File: src/adsc_pkg.sv
// Operation
// - reference field: 0 internal reference, 1 supply rail, others reserved
// - converter clock is peripheral clock divided by 2 shl code
// - startup delay of 0,16,32,64,128,256 converter cycles before first sample
// - startup delay also applied on wake from deep sleep
// - auto delay variation adds one to sample spacing after each sample
// - auto-varied spacing wraps from fifteen to zero
// - wait spacing converter cycles between samples, capacitor kept open
// - window modes: none, below low, above high, strictly inside, outside
// - window compares full 16-bit result with 16-bit thresholds
// - sampling lasts two converter cycles plus the extension field
// - input route code selects pins 0-11, dac, reference, sensor, ground
// - input route change during conversion waits until that conversion ends
// - writing one to start bit begins measurement, first one in free run
// - start bit reads one while busy, clears itself when done
// - writing zero to start bit while busy aborts the conversion
// - with event start enabled an incoming event starts a conversion
// - window interrupt request is window enable and window flag
// - result interrupt request is result enable and result flag
// - window compared at end of each conversion, sets window flag
// - result flag set on completion, cleared by write one or result read
// - thresholds apply to the accumulated sum, not single samples; here the sum is one sample widened to 16 bits
package adsc_pkg;
   // register byte offsets
   localparam logic [4:0] ADDR_RUN_CONTROL     = 5'h00;
   localparam logic [4:0] ADDR_REF_PRESCALE    = 5'h02;
   localparam logic [4:0] ADDR_DELAY_CONTROL   = 5'h03;
   localparam logic [4:0] ADDR_WINDOW_MODE     = 5'h04;
   localparam logic [4:0] ADDR_SAMPLE_LENGTH   = 5'h05;
   localparam logic [4:0] ADDR_INPUT_SELECT    = 5'h06;
   localparam logic [4:0] ADDR_COMMAND         = 5'h08;
   localparam logic [4:0] ADDR_EVENT_CONTROL   = 5'h09;
   localparam logic [4:0] ADDR_INT_ENABLE      = 5'h0A;
   localparam logic [4:0] ADDR_INT_FLAGS       = 5'h0B;
   localparam logic [4:0] ADDR_RESULT_LO       = 5'h10;
   localparam logic [4:0] ADDR_RESULT_HI       = 5'h11;
   localparam logic [4:0] ADDR_WIN_LOW_LO      = 5'h12;
   localparam logic [4:0] ADDR_WIN_LOW_HI      = 5'h13;
   localparam logic [4:0] ADDR_WIN_HIGH_LO     = 5'h14;
   localparam logic [4:0] ADDR_WIN_HIGH_HI     = 5'h15;
   // field positions
   localparam int BIT_ENABLE   = 0;
   localparam int BIT_FREERUN  = 1;
   localparam int POS_REF      = 4;
   localparam int POS_CLOCK_DIVIDER_SEL    = 0;
   localparam int POS_STARTDLY = 5;
   localparam int BIT_AUTO_DELAY_VARY     = 4;
   localparam int POS_SPACING  = 0;
   localparam int BIT_START    = 0;
   localparam int BIT_RESULT_READY   = 0;
   localparam int BIT_WINDOW   = 1;
   // codes and counts
   localparam logic [1:0] REF_INTERNAL      = 2'h0;
   localparam logic [1:0] REF_SUPPLY        = 2'h1;
   localparam logic [8:0] SAMPLE_BASE_TICKS = 9'h002;
   localparam logic [7:0] BYTE_ZERO         = 8'h00;
   localparam logic [2:0] WIN_NONE          = 3'h0;
   localparam logic [2:0] WIN_BELOW         = 3'h1;
   localparam logic [2:0] WIN_ABOVE         = 3'h2;
   localparam logic [2:0] WIN_INSIDE        = 3'h3;
   localparam logic [2:0] WIN_OUTSIDE       = 3'h4;
   localparam logic [2:0] CLOCK_DIVIDER_SEL_SHIFT_BASE  = 3'h1;
   typedef enum logic [4:0] {
      ST_IDLE   = 5'b00001,
      ST_INIT   = 5'b00010,
      ST_SPACE  = 5'b00100,
      ST_SAMPLE = 5'b01000,
      ST_CONV   = 5'b10000
   } adsc_state_t;
   // startup delay code to converter cycles; reserved codes give zero
   function automatic logic [8:0] startup_ticks(input logic [2:0] code);
      case (code)
         3'h1:    startup_ticks = 9'h010;
         3'h2:    startup_ticks = 9'h020;
         3'h3:    startup_ticks = 9'h040;
         3'h4:    startup_ticks = 9'h080;
         3'h5:    startup_ticks = 9'h100;
         default: startup_ticks = 9'h000;
      endcase
   endfunction
endpackage

File: src/adsc_sequencer.sv
`timescale 1ns/100ps
// converter sequencing control: registers, delays, start/abort, window
module adsc_sequencer (
   input  wire logic        mclk_i,           // peripheral clock, 100 MHz
   input  wire logic        rst_b_i,          // async reset, active low
   input  wire logic [4:0]  addr_i,           // register byte address
   input  wire logic [7:0]  wdata_i,          // write data
   input  wire logic        wr_i,             // write strobe
   input  wire logic        rd_i,             // read strobe
   output logic      [7:0]  rdata_o,          // read data, next cycle
   input  wire logic        event_i,          // start event pulse
   input  wire logic        wake_i,           // deep sleep wake pulse
   input  wire logic        conv_done_i,      // converter finished
   input  wire logic [9:0]  conv_data_i,      // converter sample
   output logic [1:0]       reference_o,      // reference choice
   output logic [4:0]       input_route_o,    // applied input route
   output logic             adc_clk_o,        // converter clock
   output logic             adc_tick_o,       // converter cycle pulse
   output logic             sample_open_o,    // sampling cap open
   output logic             conv_start_o,     // start conversion pulse
   output logic             irq_result_o,     // result ready request
   output logic             irq_window_o      // window match request
);
   // software visible state
   logic        run_enable;
   logic        free_run;
   logic [1:0]  reference_choice;
   logic [2:0]  clock_divider_sel;
   logic [2:0]  startup_delay_sel;
   logic        auto_delay_vary;
   logic [3:0]  sample_spacing;
   logic [2:0]  window_compare_mode;
   logic [4:0]  sample_length_ext;
   logic [4:0]  input_route;
   logic        event_start_enable;
   logic [1:0]  irq_enable;
   logic        result_ready;
   logic        window_match;
   logic [15:0] conversion_result;
   logic [15:0] window_low_threshold;
   logic [15:0] window_high_threshold;
   // sequencing state
   adsc_pkg::adsc_state_t state;
   logic        init_pending;
   logic [8:0]  count;
   logic [8:0]  next_count;
   logic        tick;
   logic        win_hit;
   logic [15:0] next_result;
   // decoded accesses
   logic        wr_run;
   logic        wr_ref;
   logic        wr_dly;
   logic        wr_cmd;
   logic        wr_flags;
   logic        rd_result;
   logic        start_req;
   logic        abort_req;
   logic        sample_done;
   logic        busy;

   adsc_pkg::adsc_state_t next_state;

   assign wr_run   = wr_i && (addr_i == adsc_pkg::ADDR_RUN_CONTROL);
   assign wr_ref   = wr_i && (addr_i == adsc_pkg::ADDR_REF_PRESCALE);
   assign wr_dly   = wr_i && (addr_i == adsc_pkg::ADDR_DELAY_CONTROL);
   assign wr_cmd   = wr_i && (addr_i == adsc_pkg::ADDR_COMMAND);
   assign wr_flags = wr_i && (addr_i == adsc_pkg::ADDR_INT_FLAGS);
   assign rd_result = rd_i && ((addr_i == adsc_pkg::ADDR_RESULT_LO) ||
                               (addr_i == adsc_pkg::ADDR_RESULT_HI));
   assign busy = (state != adsc_pkg::ST_IDLE);

   // a start only counts while enabled and idle; software or event
   assign start_req = run_enable && !busy &&
      ((wr_cmd && wdata_i[adsc_pkg::BIT_START]) ||
       (event_start_enable && event_i));
   assign abort_req = busy && ((wr_cmd && !wdata_i[adsc_pkg::BIT_START]) ||
                               !run_enable);
   assign sample_done = (state == adsc_pkg::ST_CONV) && conv_done_i;
   // one sample per measurement; the sum is the sample widened to 16 bits
   assign next_result = {6'h00, conv_data_i};

   adsc_clock_divider u_div (
      .mclk_i    (mclk_i),
      .rst_b_i   (rst_b_i),
      .run_i     (run_enable),
      .div_sel_i (clock_divider_sel),
      .tick_o    (tick),
      .clk_o     (adc_clk_o)
   );

   // compare the fresh result, not the stored one, so the flag is timely
   adsc_window_compare u_win (
      .mode_i  (window_compare_mode),
      .value_i (next_result),
      .low_i   (window_low_threshold),
      .high_i  (window_high_threshold),
      .match_o (win_hit)
   );

   // run control (own layout) and reference / prescaler fields
   always_ff @(posedge mclk_i or negedge rst_b_i) begin
      if (!rst_b_i) begin
         run_enable        <= 1'b0;
         free_run          <= 1'b0;
         reference_choice  <= adsc_pkg::REF_INTERNAL;
         clock_divider_sel <= 3'h0;
      end else begin
         if (wr_run) begin
            run_enable <= wdata_i[adsc_pkg::BIT_ENABLE];
            free_run   <= wdata_i[adsc_pkg::BIT_FREERUN];
         end
         if (wr_ref) begin
            reference_choice  <= wdata_i[adsc_pkg::POS_REF +: 2];
            clock_divider_sel <= wdata_i[adsc_pkg::POS_CLOCK_DIVIDER_SEL +: 3];
         end
      end
   end

   // delay control; software write beats the automatic step
   always_ff @(posedge mclk_i or negedge rst_b_i) begin
      if (!rst_b_i) begin
         startup_delay_sel <= 3'h0;
         auto_delay_vary   <= 1'b0;
         sample_spacing    <= 4'h0;
      end else if (wr_dly) begin
         startup_delay_sel <= wdata_i[adsc_pkg::POS_STARTDLY +: 3];
         auto_delay_vary   <= wdata_i[adsc_pkg::BIT_AUTO_DELAY_VARY];
         sample_spacing    <= wdata_i[adsc_pkg::POS_SPACING +: 4];
      end else if (auto_delay_vary && sample_done) begin
         sample_spacing <= sample_spacing + 4'h1;
      end
   end

   // remaining plain configuration registers
   always_ff @(posedge mclk_i or negedge rst_b_i) begin
      if (!rst_b_i) begin
         window_compare_mode   <= adsc_pkg::WIN_NONE;
         sample_length_ext     <= 5'h00;
         input_route           <= 5'h00;
         event_start_enable    <= 1'b0;
         irq_enable            <= 2'h0;
         window_low_threshold  <= 16'h0000;
         window_high_threshold <= 16'h0000;
      end else if (wr_i) begin
         case (addr_i)
            adsc_pkg::ADDR_WINDOW_MODE:   window_compare_mode <= wdata_i[2:0];
            adsc_pkg::ADDR_SAMPLE_LENGTH: sample_length_ext <= wdata_i[4:0];
            adsc_pkg::ADDR_INPUT_SELECT:  input_route <= wdata_i[4:0];
            adsc_pkg::ADDR_EVENT_CONTROL: event_start_enable <= wdata_i[0];
            adsc_pkg::ADDR_INT_ENABLE:    irq_enable <= wdata_i[1:0];
            adsc_pkg::ADDR_WIN_LOW_LO:  window_low_threshold[7:0] <= wdata_i;
            adsc_pkg::ADDR_WIN_LOW_HI:  window_low_threshold[15:8] <= wdata_i;
            adsc_pkg::ADDR_WIN_HIGH_LO: window_high_threshold[7:0] <= wdata_i;
            adsc_pkg::ADDR_WIN_HIGH_HI: window_high_threshold[15:8] <= wdata_i;
            default: ;
         endcase
      end
   end

   // startup delay is owed after enable, a switch to the internal
   // reference, or a wake; a new cause in the consuming cycle wins
   always_ff @(posedge mclk_i or negedge rst_b_i) begin
      if (!rst_b_i) begin
         init_pending <= 1'b0;
      end else if ((wr_run && wdata_i[adsc_pkg::BIT_ENABLE] && !run_enable)
                || (wr_ref && (wdata_i[adsc_pkg::POS_REF +: 2] ==
                               adsc_pkg::REF_INTERNAL) &&
                    (reference_choice != adsc_pkg::REF_INTERNAL))
                || wake_i) begin
         init_pending <= 1'b1;
      end else if (state == adsc_pkg::ST_INIT) begin
         init_pending <= 1'b0;
      end
   end

   // sequencing: init delay, spacing, sampling, conversion
   always_comb begin
      next_state = state;
      next_count = count;
      case (state)
         adsc_pkg::ST_IDLE: begin
            if (start_req && init_pending) begin
               next_state = adsc_pkg::ST_INIT;
               next_count = adsc_pkg::startup_ticks(startup_delay_sel);
            end else if (start_req) begin
               next_state = adsc_pkg::ST_SAMPLE;
               next_count = adsc_pkg::SAMPLE_BASE_TICKS +
                            9'(sample_length_ext);
            end
         end
         adsc_pkg::ST_INIT: begin
            if (count == 9'h000) begin
               next_state = adsc_pkg::ST_SAMPLE;
               next_count = adsc_pkg::SAMPLE_BASE_TICKS +
                            9'(sample_length_ext);
            end else if (tick) begin
               next_count = count - 9'h001;
            end
         end
         adsc_pkg::ST_SPACE: begin
            if (count == 9'h000) begin
               next_state = adsc_pkg::ST_SAMPLE;
               next_count = adsc_pkg::SAMPLE_BASE_TICKS +
                            9'(sample_length_ext);
            end else if (tick) begin
               next_count = count - 9'h001;
            end
         end
         adsc_pkg::ST_SAMPLE: begin
            if (count == 9'h000) begin
               next_state = adsc_pkg::ST_CONV;
            end else if (tick) begin
               next_count = count - 9'h001;
            end
         end
         adsc_pkg::ST_CONV: begin
            if (conv_done_i && free_run) begin
               next_state = adsc_pkg::ST_SPACE;
               next_count = 9'(sample_spacing);
            end else if (conv_done_i) begin
               next_state = adsc_pkg::ST_IDLE;
            end
         end
         default: begin
            next_state = adsc_pkg::ST_IDLE;
            next_count = 9'h000;
         end
      endcase
      if (abort_req) begin
         next_state = adsc_pkg::ST_IDLE;
         next_count = 9'h000;
      end
   end

   always_ff @(posedge mclk_i or negedge rst_b_i) begin
      if (!rst_b_i) begin
         state <= adsc_pkg::ST_IDLE;
         count <= 9'h000;
      end else begin
         state <= next_state;
         count <= next_count;
      end
   end

   // result capture and sticky flags; a set beats a clear in one cycle
   always_ff @(posedge mclk_i or negedge rst_b_i) begin
      if (!rst_b_i) begin
         conversion_result <= 16'h0000;
         result_ready      <= 1'b0;
         window_match      <= 1'b0;
      end else begin
         if (sample_done) begin
            conversion_result <= next_result;
         end
         if (sample_done) begin
            result_ready <= 1'b1;
         end else if (rd_result ||
                      (wr_flags && wdata_i[adsc_pkg::BIT_RESULT_READY])) begin
            result_ready <= 1'b0;
         end
         if (sample_done && win_hit) begin
            window_match <= 1'b1;
         end else if (rd_result ||
                      (wr_flags && wdata_i[adsc_pkg::BIT_WINDOW])) begin
            window_match <= 1'b0;
         end
      end
   end

   // applied route only follows the register between conversions
   always_ff @(posedge mclk_i or negedge rst_b_i) begin
      if (!rst_b_i) begin
         input_route_o <= 5'h00;
      end else if (!busy || sample_done) begin
         input_route_o <= input_route;
      end
   end

   // converter side outputs, all from flops
   always_ff @(posedge mclk_i or negedge rst_b_i) begin
      if (!rst_b_i) begin
         reference_o   <= adsc_pkg::REF_INTERNAL;
         adc_tick_o    <= 1'b0;
         sample_open_o <= 1'b0;
         conv_start_o  <= 1'b0;
         irq_result_o  <= 1'b0;
         irq_window_o  <= 1'b0;
      end else begin
         reference_o   <= reference_choice;
         adc_tick_o    <= tick;
         // cap stays open across spacing and sampling
         sample_open_o <= (next_state == adsc_pkg::ST_SPACE) ||
                          (next_state == adsc_pkg::ST_SAMPLE);
         conv_start_o  <= (state == adsc_pkg::ST_SAMPLE) &&
                          (next_state == adsc_pkg::ST_CONV);
         irq_result_o  <= irq_enable[adsc_pkg::BIT_RESULT_READY] &&
                          result_ready;
         irq_window_o  <= irq_enable[adsc_pkg::BIT_WINDOW] &&
                          window_match;
      end
   end

   // read mux, answered one cycle after the strobe; holes read zero
   always_ff @(posedge mclk_i or negedge rst_b_i) begin
      if (!rst_b_i) begin
         rdata_o <= adsc_pkg::BYTE_ZERO;
      end else if (!rd_i) begin
         rdata_o <= adsc_pkg::BYTE_ZERO;
      end else begin
         case (addr_i)
            adsc_pkg::ADDR_RUN_CONTROL:   rdata_o <= {6'h00, free_run,
                                                      run_enable};
            adsc_pkg::ADDR_REF_PRESCALE:  rdata_o <= {2'h0, reference_choice,
                                                      1'b0, clock_divider_sel};
            adsc_pkg::ADDR_DELAY_CONTROL: rdata_o <= {startup_delay_sel,
                                            auto_delay_vary, sample_spacing};
            adsc_pkg::ADDR_WINDOW_MODE:   rdata_o <= {5'h00,
                                                      window_compare_mode};
            adsc_pkg::ADDR_SAMPLE_LENGTH: rdata_o <= {3'h0, sample_length_ext};
            adsc_pkg::ADDR_INPUT_SELECT:  rdata_o <= {3'h0, input_route};
            adsc_pkg::ADDR_COMMAND:       rdata_o <= {7'h00, busy};
            adsc_pkg::ADDR_EVENT_CONTROL: rdata_o <= {7'h00,
                                                      event_start_enable};
            adsc_pkg::ADDR_INT_ENABLE:    rdata_o <= {6'h00, irq_enable};
            adsc_pkg::ADDR_INT_FLAGS:     rdata_o <= {6'h00, window_match,
                                                      result_ready};
            adsc_pkg::ADDR_RESULT_LO:   rdata_o <= conversion_result[7:0];
            adsc_pkg::ADDR_RESULT_HI:   rdata_o <= conversion_result[15:8];
            adsc_pkg::ADDR_WIN_LOW_LO:  rdata_o <= window_low_threshold[7:0];
            adsc_pkg::ADDR_WIN_LOW_HI:  rdata_o <= window_low_threshold[15:8];
            adsc_pkg::ADDR_WIN_HIGH_LO: rdata_o <= window_high_threshold[7:0];
            adsc_pkg::ADDR_WIN_HIGH_HI: rdata_o <= window_high_threshold[15:8];
            default:                    rdata_o <= adsc_pkg::BYTE_ZERO;
         endcase
      end
   end
endmodule

File: src/adsc_clock_divider.sv
`timescale 1ns/100ps
// converter clock made as a tick and a level from the peripheral clock
module adsc_clock_divider (
   input  wire logic       mclk_i,     // peripheral clock
   input  wire logic       rst_b_i,    // async reset, active low
   input  wire logic       run_i,      // divider runs while high
   input  wire logic [2:0] div_sel_i,  // divide by 2 shl code
   output logic            tick_o,     // one pulse per converter cycle
   output logic            clk_o       // converter clock level
);
   logic [7:0] count;
   logic [7:0] mask;

   // period is 2^(code+1); mask marks the last count of a period
   assign mask = 8'((9'h002 << div_sel_i) - 9'h001);

   // counter held at zero while run_i is low so the first tick has a fixed phase
   always_ff @(posedge mclk_i or negedge rst_b_i) begin
      if (!rst_b_i) begin
         count  <= 8'h00;
         tick_o <= 1'b0;
         clk_o  <= 1'b0;
      end else if (!run_i) begin
         count  <= 8'h00;
         tick_o <= 1'b0;
         clk_o  <= 1'b0;
      end else begin
         count  <= ((count & mask) == mask) ? 8'h00 : count + 8'h01;
         tick_o <= ((count & mask) == mask);
         clk_o  <= ((count & mask) <= (mask >> 1)); // even duty
      end
   end
endmodule

File: src/adsc_window_compare.sv
`timescale 1ns/100ps
// window comparator on the full result word
module adsc_window_compare (
   input  wire logic [2:0]  mode_i,    // window compare mode
   input  wire logic [15:0] value_i,   // accumulated result
   input  wire logic [15:0] low_i,     // low threshold
   input  wire logic [15:0] high_i,    // high threshold
   output logic             match_o    // value meets the mode
);
   // unsigned compares over all sixteen bits
   always_comb begin
      case (mode_i)
         adsc_pkg::WIN_BELOW:   match_o = value_i < low_i;
         adsc_pkg::WIN_ABOVE:   match_o = value_i > high_i;
         adsc_pkg::WIN_INSIDE:  match_o = (value_i > low_i) &&
                                          (value_i < high_i);
         adsc_pkg::WIN_OUTSIDE: match_o = (value_i < low_i) ||
                                          (value_i > high_i);
         default:               match_o = 1'b0;
      endcase
   end
endmodule

File: config.mk
export PLATFORM = sky130hd
export DESIGN_NAME = adsc_sequencer
export DESIGN_NICKNAME = d
export VERILOG_FILES = /design/src/adsc_pkg.sv /design/src/adsc_sequencer.sv /design/src/adsc_clock_divider.sv /design/src/adsc_window_compare.sv
export SDC_FILE = /design/constraint.sdc
export NUM_CORES = 1
export LEC_CHECK = 0
export ABC_AREA = 1
export BUFFER_PORTS_ARGS = -buffer_cell sky130_fd_sc_hd__buf_2
export CAP_MARGIN = 20
export CORE_ASPECT_RATIO = 1.1
export CORE_MARGIN = 3
export CORE_UTILIZATION = 57
export CTS_CLUSTER_DIAMETER = 60
export DETAILED_ROUTE_END_ITERATION = 10
export GPL_TIMING_DRIVEN = 0
export PLACE_DENSITY = 0.78
export SYNTH_ARGS = -nofsm -noshare
export SYNTH_HDL_FRONTEND = slang
export SYNTH_SLANG_ARGS = --single-unit
File: constraint.sdc
create_clock -name mclk_i -period 4.05 [get_ports mclk_i]
set_clock_uncertainty 0.15 [all_clocks]
set_input_delay 0.6075 -clock mclk_i [delete_from_list [all_inputs] [get_ports mclk_i]]
set_output_delay 0.6075 -clock mclk_i [all_outputs]
set_load 0.05 [all_outputs]
======== Word level (Yosys, flattened, before mapping) ========
Cells that the tools add are included.
storage, ports and cells
  input bits .............................. 30
  logic and storage cells ................. 173
  output and inout port bits .............. 21
  register bits ........................... 120
cells by class
  $add $sub $neg .......................... 5
  shifts and indexed selects .............. 1
  $lt $le $gt $ge ......................... 5
  bitwise logic cells ..................... 1
  equal/unequal tests ..................... 37
  mux-type cells .......................... 32
  reduce and logical (&&, ||, !) cells .... 59
operator list
  kind                                                  number
  one-hot mux 8 bit (16 select lines)                   1
  2-to-1 mux 9 bit                                      7
  one-hot mux 9 bit (5 select lines)                    1
  equality test 5 bit (second input constant)           8
  one-hot mux 9 bit (4 select lines)                    1
  2-to-1 mux 5 bit                                      7
  > comparator 10 x 16 -> 1 bit                         2
  less-than comparator 10 x 16 -> 1 bit                 2
  equality test 5 x 4 -> 1 bit (second input constant)  6
  logical AND 1 bit                                     27
  equality test 5 x 3 -> 1 bit (second input constant)  5
  2-to-1 mux 8 bit                                      3
  one-hot mux 5 bit (4 select lines)                    1
  AND reduction 2 bit                                   9
  equality test 5 x 2 -> 1 bit (second input constant)  3
  equality test 3 x 2 -> 1 bit (second input constant)  4
  logical OR 1 bit                                      10
  nonzero test 2 bit                                    5
  equality test 3 bit (second input constant)           3
  logical NOT 9 bit                                     1
  subtractor 9 x 1 -> 9 bit (second input constant)     1
  adder 8 x 1 -> 8 bit (second input constant)          1
  AND 8 bit                                             1
  equality test 8 bit                                   1
  19 further kinds                                      30

======== Depth between registers and ports, before layout ========
Gate-level depths: netlist of run 1.
  depth after elaboration ................. 11
  mapped depth ............................ 16
  depth with buffers taken out ............ 16

======== By module ========
A second synthesis of run 1 with hierarchy kept.
unflattened totals
  cells, all modules ...................... 941
  area, all modules ....................... 7322.0 µm²
by module, submodules not included
  module               instances  seq. area each (µm²)  cells an instance  area each (µm²)
  adsc_sequencer       1          2753.9                670                5531.6
  adsc_window_compare  1          0.0                   155                939.7
  adsc_clock_divider   1          250.2                 116                850.8

======== Worst setup path after synthesis of run 1 ========
OpenSTA, ideal clock, no wires.
  path kind ............................... reg-to-reg
  from .................................... register clock_divider_sel[1]
  to ...................................... register u_div.clk_o
  arrival time ............................ 1900 ps
  setup slack ............................. 1882 ps
  path buffers ............................ 0
  setup time .............................. 118 ps
  clock period less this slack ............ 2168 ps
  required time ........................... 3782 ps
  cell stages (with the launch flop) ...... 13
  cells stage by stage .................... dfrtp_1 > nor2_1 > nand2_1 > ha_1 > inv_1 > xor2_1 > inv_1 > ha_1 > nand2_1 > o21ai_0 > nand2_1 > a21oi_1 > nor2_1
on the way
  word-level cells in the longest chain between the ends .. 5
RTL lines
  what                                         line                      text
  from (decl)                                  adsc_sequencer.sv:28      logic [2:0] clock_divider_sel;
  from (signal assigned)                       adsc_sequencer.sv:115     clock_divider_sel <= wdata_i[adsc_pkg::POS_CLOCK_DIVIDER_SEL +: 3];
  << shifter 2 x 3 -> 8 bit (*)                adsc_clock_divider.sv:15  assign mask = 8'((9'h002 << div_sel_i) - 9'h001);
  subtractor 8 x 1 -> 8 bit (*)                adsc_clock_divider.sv:15
  AND 8 bit                                    adsc_clock_divider.sv:30  clk_o <= ((count & mask) <= (mask >> 1));
  less-or-equal comparator 8 x 7 -> 1 bit (*)  adsc_clock_divider.sv:30
  2-to-1 mux 1 bit (*)                         adsc_clock_divider.sv:23  end else if (!run_i) begin
  to (signal assigned)                         adsc_clock_divider.sv:30
  to (decl)                                    adsc_clock_divider.sv:9   output logic clk_o
Mark *: on every way between the ends. The rest lies on a longest branch, timed or not.
A chain may end at the register's enable or synchronous reset.

======== Worst setup path after layout of run 1 ========
  from .................................... register clock_divider_sel[0]
  to ...................................... register u_div.clk_o
The elaborated chain is that of the path after synthesis.

==> results of run 1 <==
routing by layer:
metal | track usage | share of wire | wire length (microns) | vias up
li1 | - | - | - | 2947
met1 | 0.339 | 0.42 | 7430 | 2876
met2 | 0.481 | 0.48 | 8640 | 215
met3 | 0.0514 | 0.056 | 995 | 58
met4 | 0.148 | 0.042 | 753 | 0
met5 | 0 | 0 | 0 | -
synthesized netlist by cell type (3+ instances only):
master,instances
nand4_1,10
nand3_2,3
mux2_2,5
inv_2,9
o22ai_1,11
xor2_1,14
a22oi_1,4
o21ai_0,71
nor3_1,19
nand2_1,230
nand3b_1,3
nand2_4,6
ha_1,32
o221ai_1,3
a21o_1,3
a31oi_1,3
a211oi_2,4
nand2_2,10
buf_2,5
inv_1,114
nand3_1,32
a21oi_1,29
nor2_1,61
dfrtp_1,119
nand3_4,3
o21ai_1,19
nor2_4,4
nor2_2,4
flip-flops by register name (all words and copies together), names as in the netlist, 2 cells and up:
register,flops
clock_divider_sel,3
conversion_result,10
count,9
input_route,5
input_route_o,5
irq_enable,2
rdata_o,8
reference_choice,2
reference_o,2
sample_length_ext,5
sample_spacing,4
startup_delay_sel,3
state,5
u_div.count,8
window_compare_mode,3
window_high_threshold,16
window_low_threshold,16
tightest hold or removal path: cells and delay by family:
family / cells / cell delay (ns)
buffers and inverters: 2 / 0.13
AND/OR/NAND/NOR: 1 / 0.05
cell families after synthesis:
kind of cell	count (synthesis)	share of synthesized area
simple gates	394	0.267
compound gates	158	0.132
buf+inv	132	0.0749
flops	120	0.439
fa+ha+maj	32	0.0585
xor+xnor	16	0.0205
mux	5	0.00822
how the worst min path moves through the flow:
stage	depth (start not counted)	endpoint	slack, ns	from
floorplan	0	adc_tick_o$_DFF_PN0_	0.16	rst_b_i
global placement	0	reference_o[1]$_DFF_PN0_	0.30	reference_choice[1]$_DFFE_PN0P_
detailed placement	2	conversion_result[2]$_DFFE_PN0P_	0.31	conversion_result[2]$_DFFE_PN0P_
CTS	3	rdata_o[2]$_DFF_PN0_	0.23	rd_i
global route	3	rdata_o[2]$_DFF_PN0_	0.25	rd_i
finish	3	rdata_o[2]$_DFF_PN0_	0.24	rd_i
per-stage QoR:
stage	setup WS [ns]	hold slack (ns)	cells	area (sq um)
3_5_place_dp	1.59	0.310	1058	7320
4_1_cts	1.52	0.231	1091	7930
6_report	1.49	0.240	1091	7930
5_1_grt	1.29	0.250	1091	7930
2_1_floorplan	1.88	0.162	857	6850
3_3_place_gp	0.761	0.295	1057	7280
power by group through the flow:
| stage | sequential [uW] | combinational, uW | clock (uW) |
|---|---|---|---|
| after floorplan | 1710 | 929 | 0 |
| after global placement | 1610 | 1360 | 0 |
| after detailed placement | 1610 | 1400 | 0 |
| after CTS | 1600 | 1410 | 1540 |
| after global routing | 1630 | 1580 | 1590 |
| final | 1600 | 1410 | 1530 |
layout by cell type (no fill, tap or decap), drive strengths merged, types with 2 or more instances in the layout:
cell	n
clkinvlp	2
o21ai	92
nor3	21
xnor2	2
a211oi	4
nand3b	3
nand3	38
dfrtp	119
a21o	3
nand4	12
o221ai	3
clkbuf	22
inv	123
a22o	2
xor2	14
a22oi	4
o22ai	11
a31oi	3
a21oi	29
clkinv	7
ha	32
nor2	71
mux2	5
or2	2
buf	58
nand2	246
bufinv	3
a41oi	2
cell type report:
type                       instances  area share
sequential                       120       0.379
timing repair buffer              52      0.0371
clock buffer                      20      0.0564
inverter                         123      0.0582
tap                              150      0.0237
buffer                             9     0.00647
multi-input combinational        605       0.420
clock inverter                    12      0.0191
==> summary.txt, run 1 <==
Worst setup path
  • Setup crit start: clock_divider_sel[0]$_DFFE_PN0P_
  • RR Endpoint: u_div.clk_o$_DFF_PN0_
  • Worst Reg2Reg Path Length in Cells: 13
  • CP Capture Type: flop
  • Critical Path RT: 4.24 ns
  • Slack of the worst reg-to-reg path: 1.49 ns
  • R2R Path Start: clock_divider_sel[0]$_DFFE_PN0P_
  • Critical path's largest stage delay: 0.43 ns
  • Critical-path cell list: nor2_1, nand2_1, ha_1, inv_1, xor2_1, inv_1, nor2_1, ha_1, a21oi_1, o21ai_0, nand2_1, a21oi_1, nor2_1
  • Setup crit end: u_div.clk_o$_DFF_PN0_
  • Worst Setup Start Kind: flop
  • Top delay family on crit path: simple AND/OR/NAND/NOR gates
  • Slowest CP cell: dfrtp_1
  • Worst path depth: 13
  • Setup Crit Path Kind: flop to flop
  • CP most frequent cell: nor2_1
  • Buf+Inv Stages, Crit Path: 2
  • CP arrival: 2.75 ns
  • Crit Path Max Fanout: 6

Cells and area
  • P&R area growth vs syn: 15.8%
  • Footprint of the multi-input gates: 3330 sq um
  • Register area: 3000 sq um
  • Antenna cells: 0
  • Final nets: 990
  • Share of layout cells above drive strength 1: 0.156
  • FILL cells: 988
  • Final Core Density: 0.684

Synth
  • Post-synth top area cell: dfrtp_1
  • Synth async-reset ratio: 1.00
  • EDFF count, synth: 0
  • Synth Warn #: 0
  • Primary FF master, synth: dfrtp_1
  • Sequential-to-total area share from yosys stat: 0.439
  • Synth top area share: 0.435
  • Syn nets: 919
  • Unique masters post-synth: 47
  • Post-Syn Area per Cell: 7.99 sq um
  • Cell Area, Synth: 6850 sq um
  • Synth Register Bits: 120
  • Largest cells by area after synthesis: dfrtp_1, nand2_1, inv_1
  • Cells after synthesis: 857

Clocking
  • H-tree Lvls: 4
  • Clock Path Buffers: 2
  • Hold Buf Count CTS: 1
  • Clock Latency Late Sink: 0.42 ns
  • TritonCTS clock tree: done
  • Clk root buf: clkbuf_16
  • Post_cts resized: 0
  • Clock transition at the registers of the reported paths: 0.06 ns
  • Clock buffer count from CTS: 17
  • CTS sink count: 120
  • Post-CTS setup repair buffer count: 0

Die
  • Area of the core: 11600 sq um
  • Top-Level Pins: 51
  • Die X-Extent: 110 microns
  • DIE AREA: 13400 sq um
  • Row count: 41
  • Die Y: 121 microns
  • Starting density of the core: 0.591

STA
  • Setup_tns: 0 ns
  • Final min period: 2.56 ns
  • Final setup viols: 0
  • Tcrit/Tclk final: 0.632
  • Worst relative slew slack: 0.618
  • Least-Margin Pin Slew: 0.573 ns
  • Max frequency: 391 MHz
  • Fin. Hold Viols: 0
  • RSZ-0062 raised after global routing: no
  • Pins over their slew limit: 0

Power
  • Switching Power: 1680 uW
  • Cell-internal power: 2860 uW
  • Peak VDD IR: 0.000361 V
  • Gate power share: 0.311
  • Lkg Pwr: 0.00405 uW
  • Net Sw Frac: 0.369
  • Pwr Total: 4540 uW
  • Seq pwr share: 0.352
  • Part of the power in the clock network: 0.337
  • PD cells: 573 nW/um^2

Global routing
  • Grt ovf: 0
  • Global-route wire length before repair: 29400 microns
  • Initial antenna violation count: 0
  • Total track usage: 0.281
  • Vias in the first global route: 6091
  • Largest net degree at the start of global routing: 78

Routing
  • Starting DRT DRC Count: 462
  • Routed wire per std cell: 16.3 microns
  • DRC viols: 0
  • Vias: 6096
  • Routed wire length: 17800 microns
  • Via-to-Cell Ratio: 5.59
  • Pre-antenna DRT Iters: 6
  • Final ANT Viol Nets: 0

Status
  • Status: finished, final reports clean

Flow run
  • Maxcap violations: 0

Placed design
  • GP Congestion: 0.994
  • Dpl hpwl: 13200 microns
  • PortBufs: 50

Hold path
  • Hold Crit Class: input pin to flop
Note: power is estimated with default switching activity, not from simulation.
==> inputs of run 2 (changes only) <==
--- a/config.mk
+++ b/config.mk
@@ -10,11 +10,11 @@
 export CAP_MARGIN = 20
 export CORE_ASPECT_RATIO = 1.1
 export CORE_MARGIN = 3
-export CORE_UTILIZATION = 57
+export CORE_UTILIZATION = 55
 export CTS_CLUSTER_DIAMETER = 60
 export DETAILED_ROUTE_END_ITERATION = 10
 export GPL_TIMING_DRIVEN = 0
-export PLACE_DENSITY = 0.78
+export PLACE_DENSITY = 0.79
 export SYNTH_ARGS = -nofsm -noshare
 export SYNTH_HDL_FRONTEND = slang
 export SYNTH_SLANG_ARGS = --single-unit
==> constraint.sdc (replaced) <==
create_clock -name mclk_i -period 2.3 [get_ports mclk_i]
set_clock_uncertainty 0.15 [all_clocks]
set_input_delay 0.345 -clock mclk_i [delete_from_list [all_inputs] [get_ports mclk_i]]
set_output_delay 0.345 -clock mclk_i [all_outputs]
set_load 0.05 [all_outputs]
==> run 2 against run 1 <==
Sequential power up 76%; clock power up 71%; final cell count rose by 1.6%; non-clock buffer count grew 14; register-to-register slack worse by 1.4 ns; global-route usage shrank 0.62 points; first-iteration DRC count is 9.7% higher; critical path depth decreased by 1; fmax increased by 13%; cell area grew 2.4%; worst setup slack got worse by 1.4 ns; worst hold slack got worse by 0.21 ns; largest cell class unchanged.
==> summary.txt, run 2 (synthesized netlist as in run 1, its figures left out) <==
Clocking
  • CTS sink count: 120
  • Clk root buf: clkbuf_16
  • TritonCTS clock tree: done
  • H-tree Lvls: 4
  • Clock Path Buffers: 2
  • Clock buffer count from CTS: 17
  • Clock Latency Late Sink: 0.42 ns
  • Clock transition at the registers of the reported paths: 0.06 ns

Routing
  • DRC viols: 0
  • Pre-antenna DRT Iters: 5
  • Starting DRT DRC Count: 507
  • Routed wire length: 18400 microns
  • Via-to-Cell Ratio: 5.56
  • Vias: 6165
  • Routed wire per std cell: 16.6 microns
  • Final ANT Viol Nets: 0

Worst setup path
  • Critical path's largest stage delay: 0.45 ns
  • Slowest CP cell: dfrtp_2
  • CP Capture Type: flop
  • Worst Reg2Reg Path Length in Cells: 12
  • RR Endpoint: u_div.clk_o$_DFF_PN0_
  • Crit Path Max Fanout: 6
  • Worst Setup Start Kind: flop
  • Critical Path RT: 2.46 ns
  • Slack of the worst reg-to-reg path: 0.04 ns
  • Critical-path cell list: nor2_4, nand2_4, ha_4, nand2_4, xor2_2, inv_2, nor2_1, ha_1, nand2_2, o32ai_2, a21oi_2, nor2_2
  • Setup Crit Path Kind: flop to flop
  • CP arrival: 2.41 ns
  • CP most frequent cell: nand2_4
  • R2R Path Start: clock_divider_sel[0]$_DFFE_PN0P_

Hold path
  • Hold Crit Class: input pin to flop
  • HP Start: conv_data_i[5]
  • Hold Crit Endpoint: conversion_result[5]$_DFFE_PN0P_
  • Min-Delay Path Depth: 3

Die
  • Area of the core: 12100 sq um
  • DIE AREA: 13800 sq um
  • Die X-Extent: 112 microns
  • Die Y: 123 microns
  • Starting density of the core: 0.566
  • Top-Level Pins: 51
  • Row count: 42

Cells and area
  • Commonest cells after routing, fill and taps aside: nand2_1, dfrtp_1, inv_1, o21ai_0, nor2_1
  • Share of layout cells above drive strength 1: 0.188
  • Antenna cells: 0
  • Final Instance Area: 8120 sq um
  • Largest regs: window_high_threshold x16, window_low_threshold x16, conversion_result x10
  • Final nets: 1004
  • Most common cell after layout, fill and taps aside: nand2_1
  • P&R area growth vs syn: 18.6%

Power
  • Switching Power: 3100 uW
  • Lkg Pwr: 0.00411 uW
  • Seq pwr share: 0.345
  • Part of the power in the clock network: 0.321
  • Cell-internal power: 5070 uW
  • Pwr Total: 8170 uW
  • PD cells: 1010 nW/um^2
  • Peak VDD IR: 0.000801 V
  • Gate power share: 0.334
  • Net Sw Frac: 0.379

STA
  • Tcrit/Tclk final: 0.981
  • Final min period: 2.26 ns
  • Fin. Hold Viols: 0
  • Final setup viols: 0
  • Max frequency: 443 MHz
  • Pins over their slew limit: 0
  • Worst relative slew slack: 0.535
  • Setup_tns: 0 ns
  • Setup WS post-layout: 0.0440 ns
  • Least-Margin Pin Slew: 0.698 ns

Placed design
  • PortBufs: 50
  • Placed inst area: 7320 sq um
  • GP Congestion: 0.966
  • Dpl ws: -0.173 ns
  • Dpl hpwl: 13100 microns

Global routing
  • Global-route wire length before repair: 29400 microns
  • Grt ovf: 0
  • Total track usage: 0.275
  • Largest net degree at the start of global routing: 93
  • Vias in the first global route: 6022
  • Initial antenna violation count: 0

Status
  • Status: finished, final reports clean

Flow run
  • Maxcap violations: 0
run 2: worst max-delay path: cells and delay by family, from the launching register on:
kind                       cells  cell delay [ns]
and+or+nand+nor                6             0.59
xor gates and xnor gates       1             0.20
adders and majority gates      2             0.44
DFF                            1             0.45
AOI/OAI and AO/OA              2             0.24
buffers and inverters          1             0.07
run 2: timing repair:
action | CTS | global route
buffers inserted | 6 | 6
hold buffers | 3 | 0
gates resized for setup | 4 | 22
endpoints found under the setup margin | 1 | 9
endpoints found under the hold margin | 30 | 0
pin swaps | 1 | 13
run 2: how the worst max path moves through the flow:
stage	end	cells past startpoint	startpoint
finish	u_div.clk_o$_DFF_PN0_	12	clock_divider_sel[0]$_DFFE_PN0P_
detailed placement	u_div.clk_o$_DFF_PN0_	11	clock_divider_sel[0]$_DFFE_PN0P_
global placement	rdata_o[6]$_DFF_PN0_	1	rst_b_i
CTS	u_div.clk_o$_DFF_PN0_	11	clock_divider_sel[1]$_DFFE_PN0P_
global route	u_div.clk_o$_DFF_PN0_	13	clock_divider_sel[0]$_DFFE_PN0P_
floorplan	u_div.clk_o$_DFF_PN0_	12	clock_divider_sel[1]$_DFFE_PN0P_
run 2: layout make-up:
cell class | instances | area (sq um)
plain buffers | 9 | 51.3
clock buffers | 18 | 439
clock inverters | 14 | 149
fillers | 988 | 3970
inverters | 123 | 467
multi-input cells | 605 | 3410
flip-flops and latches | 120 | 3010
well taps | 154 | 193
repair buffers | 66 | 404
run 2: through the flow:
step | hold slack [ns] | cells | util
2_1_floorplan | -0.101 | 857 | -
3_3_place_gp | 0.293 | 1061 | 0.603
3_5_place_dp | 0.0873 | 1062 | 0.606
4_1_cts | 0.0175 | 1103 | 0.662
5_1_grt | 0.0356 | 1109 | 0.672
6_report | 0.0272 | 1109 | 0.672
run 2: power groups by stage:
stage,Sequential [uW],Clock [uW],Combinational (uW)
after floorplan,3020,0,1640
after global placement,2830,0,2390
after detailed placement,2840,0,2450
after CTS,2810,2650,2530
after global routing,2870,2760,3020
final,2820,2620,2730
run 2: routing by layer:
metal  share of wire  global-route usage  vias to the layer above
met5               0                   0                        -
met4           0.043               0.141                        0
met3           0.058              0.0602                       63
met2            0.50               0.469                      247
met1            0.40               0.329                     2896
li1                -                   -                     2959
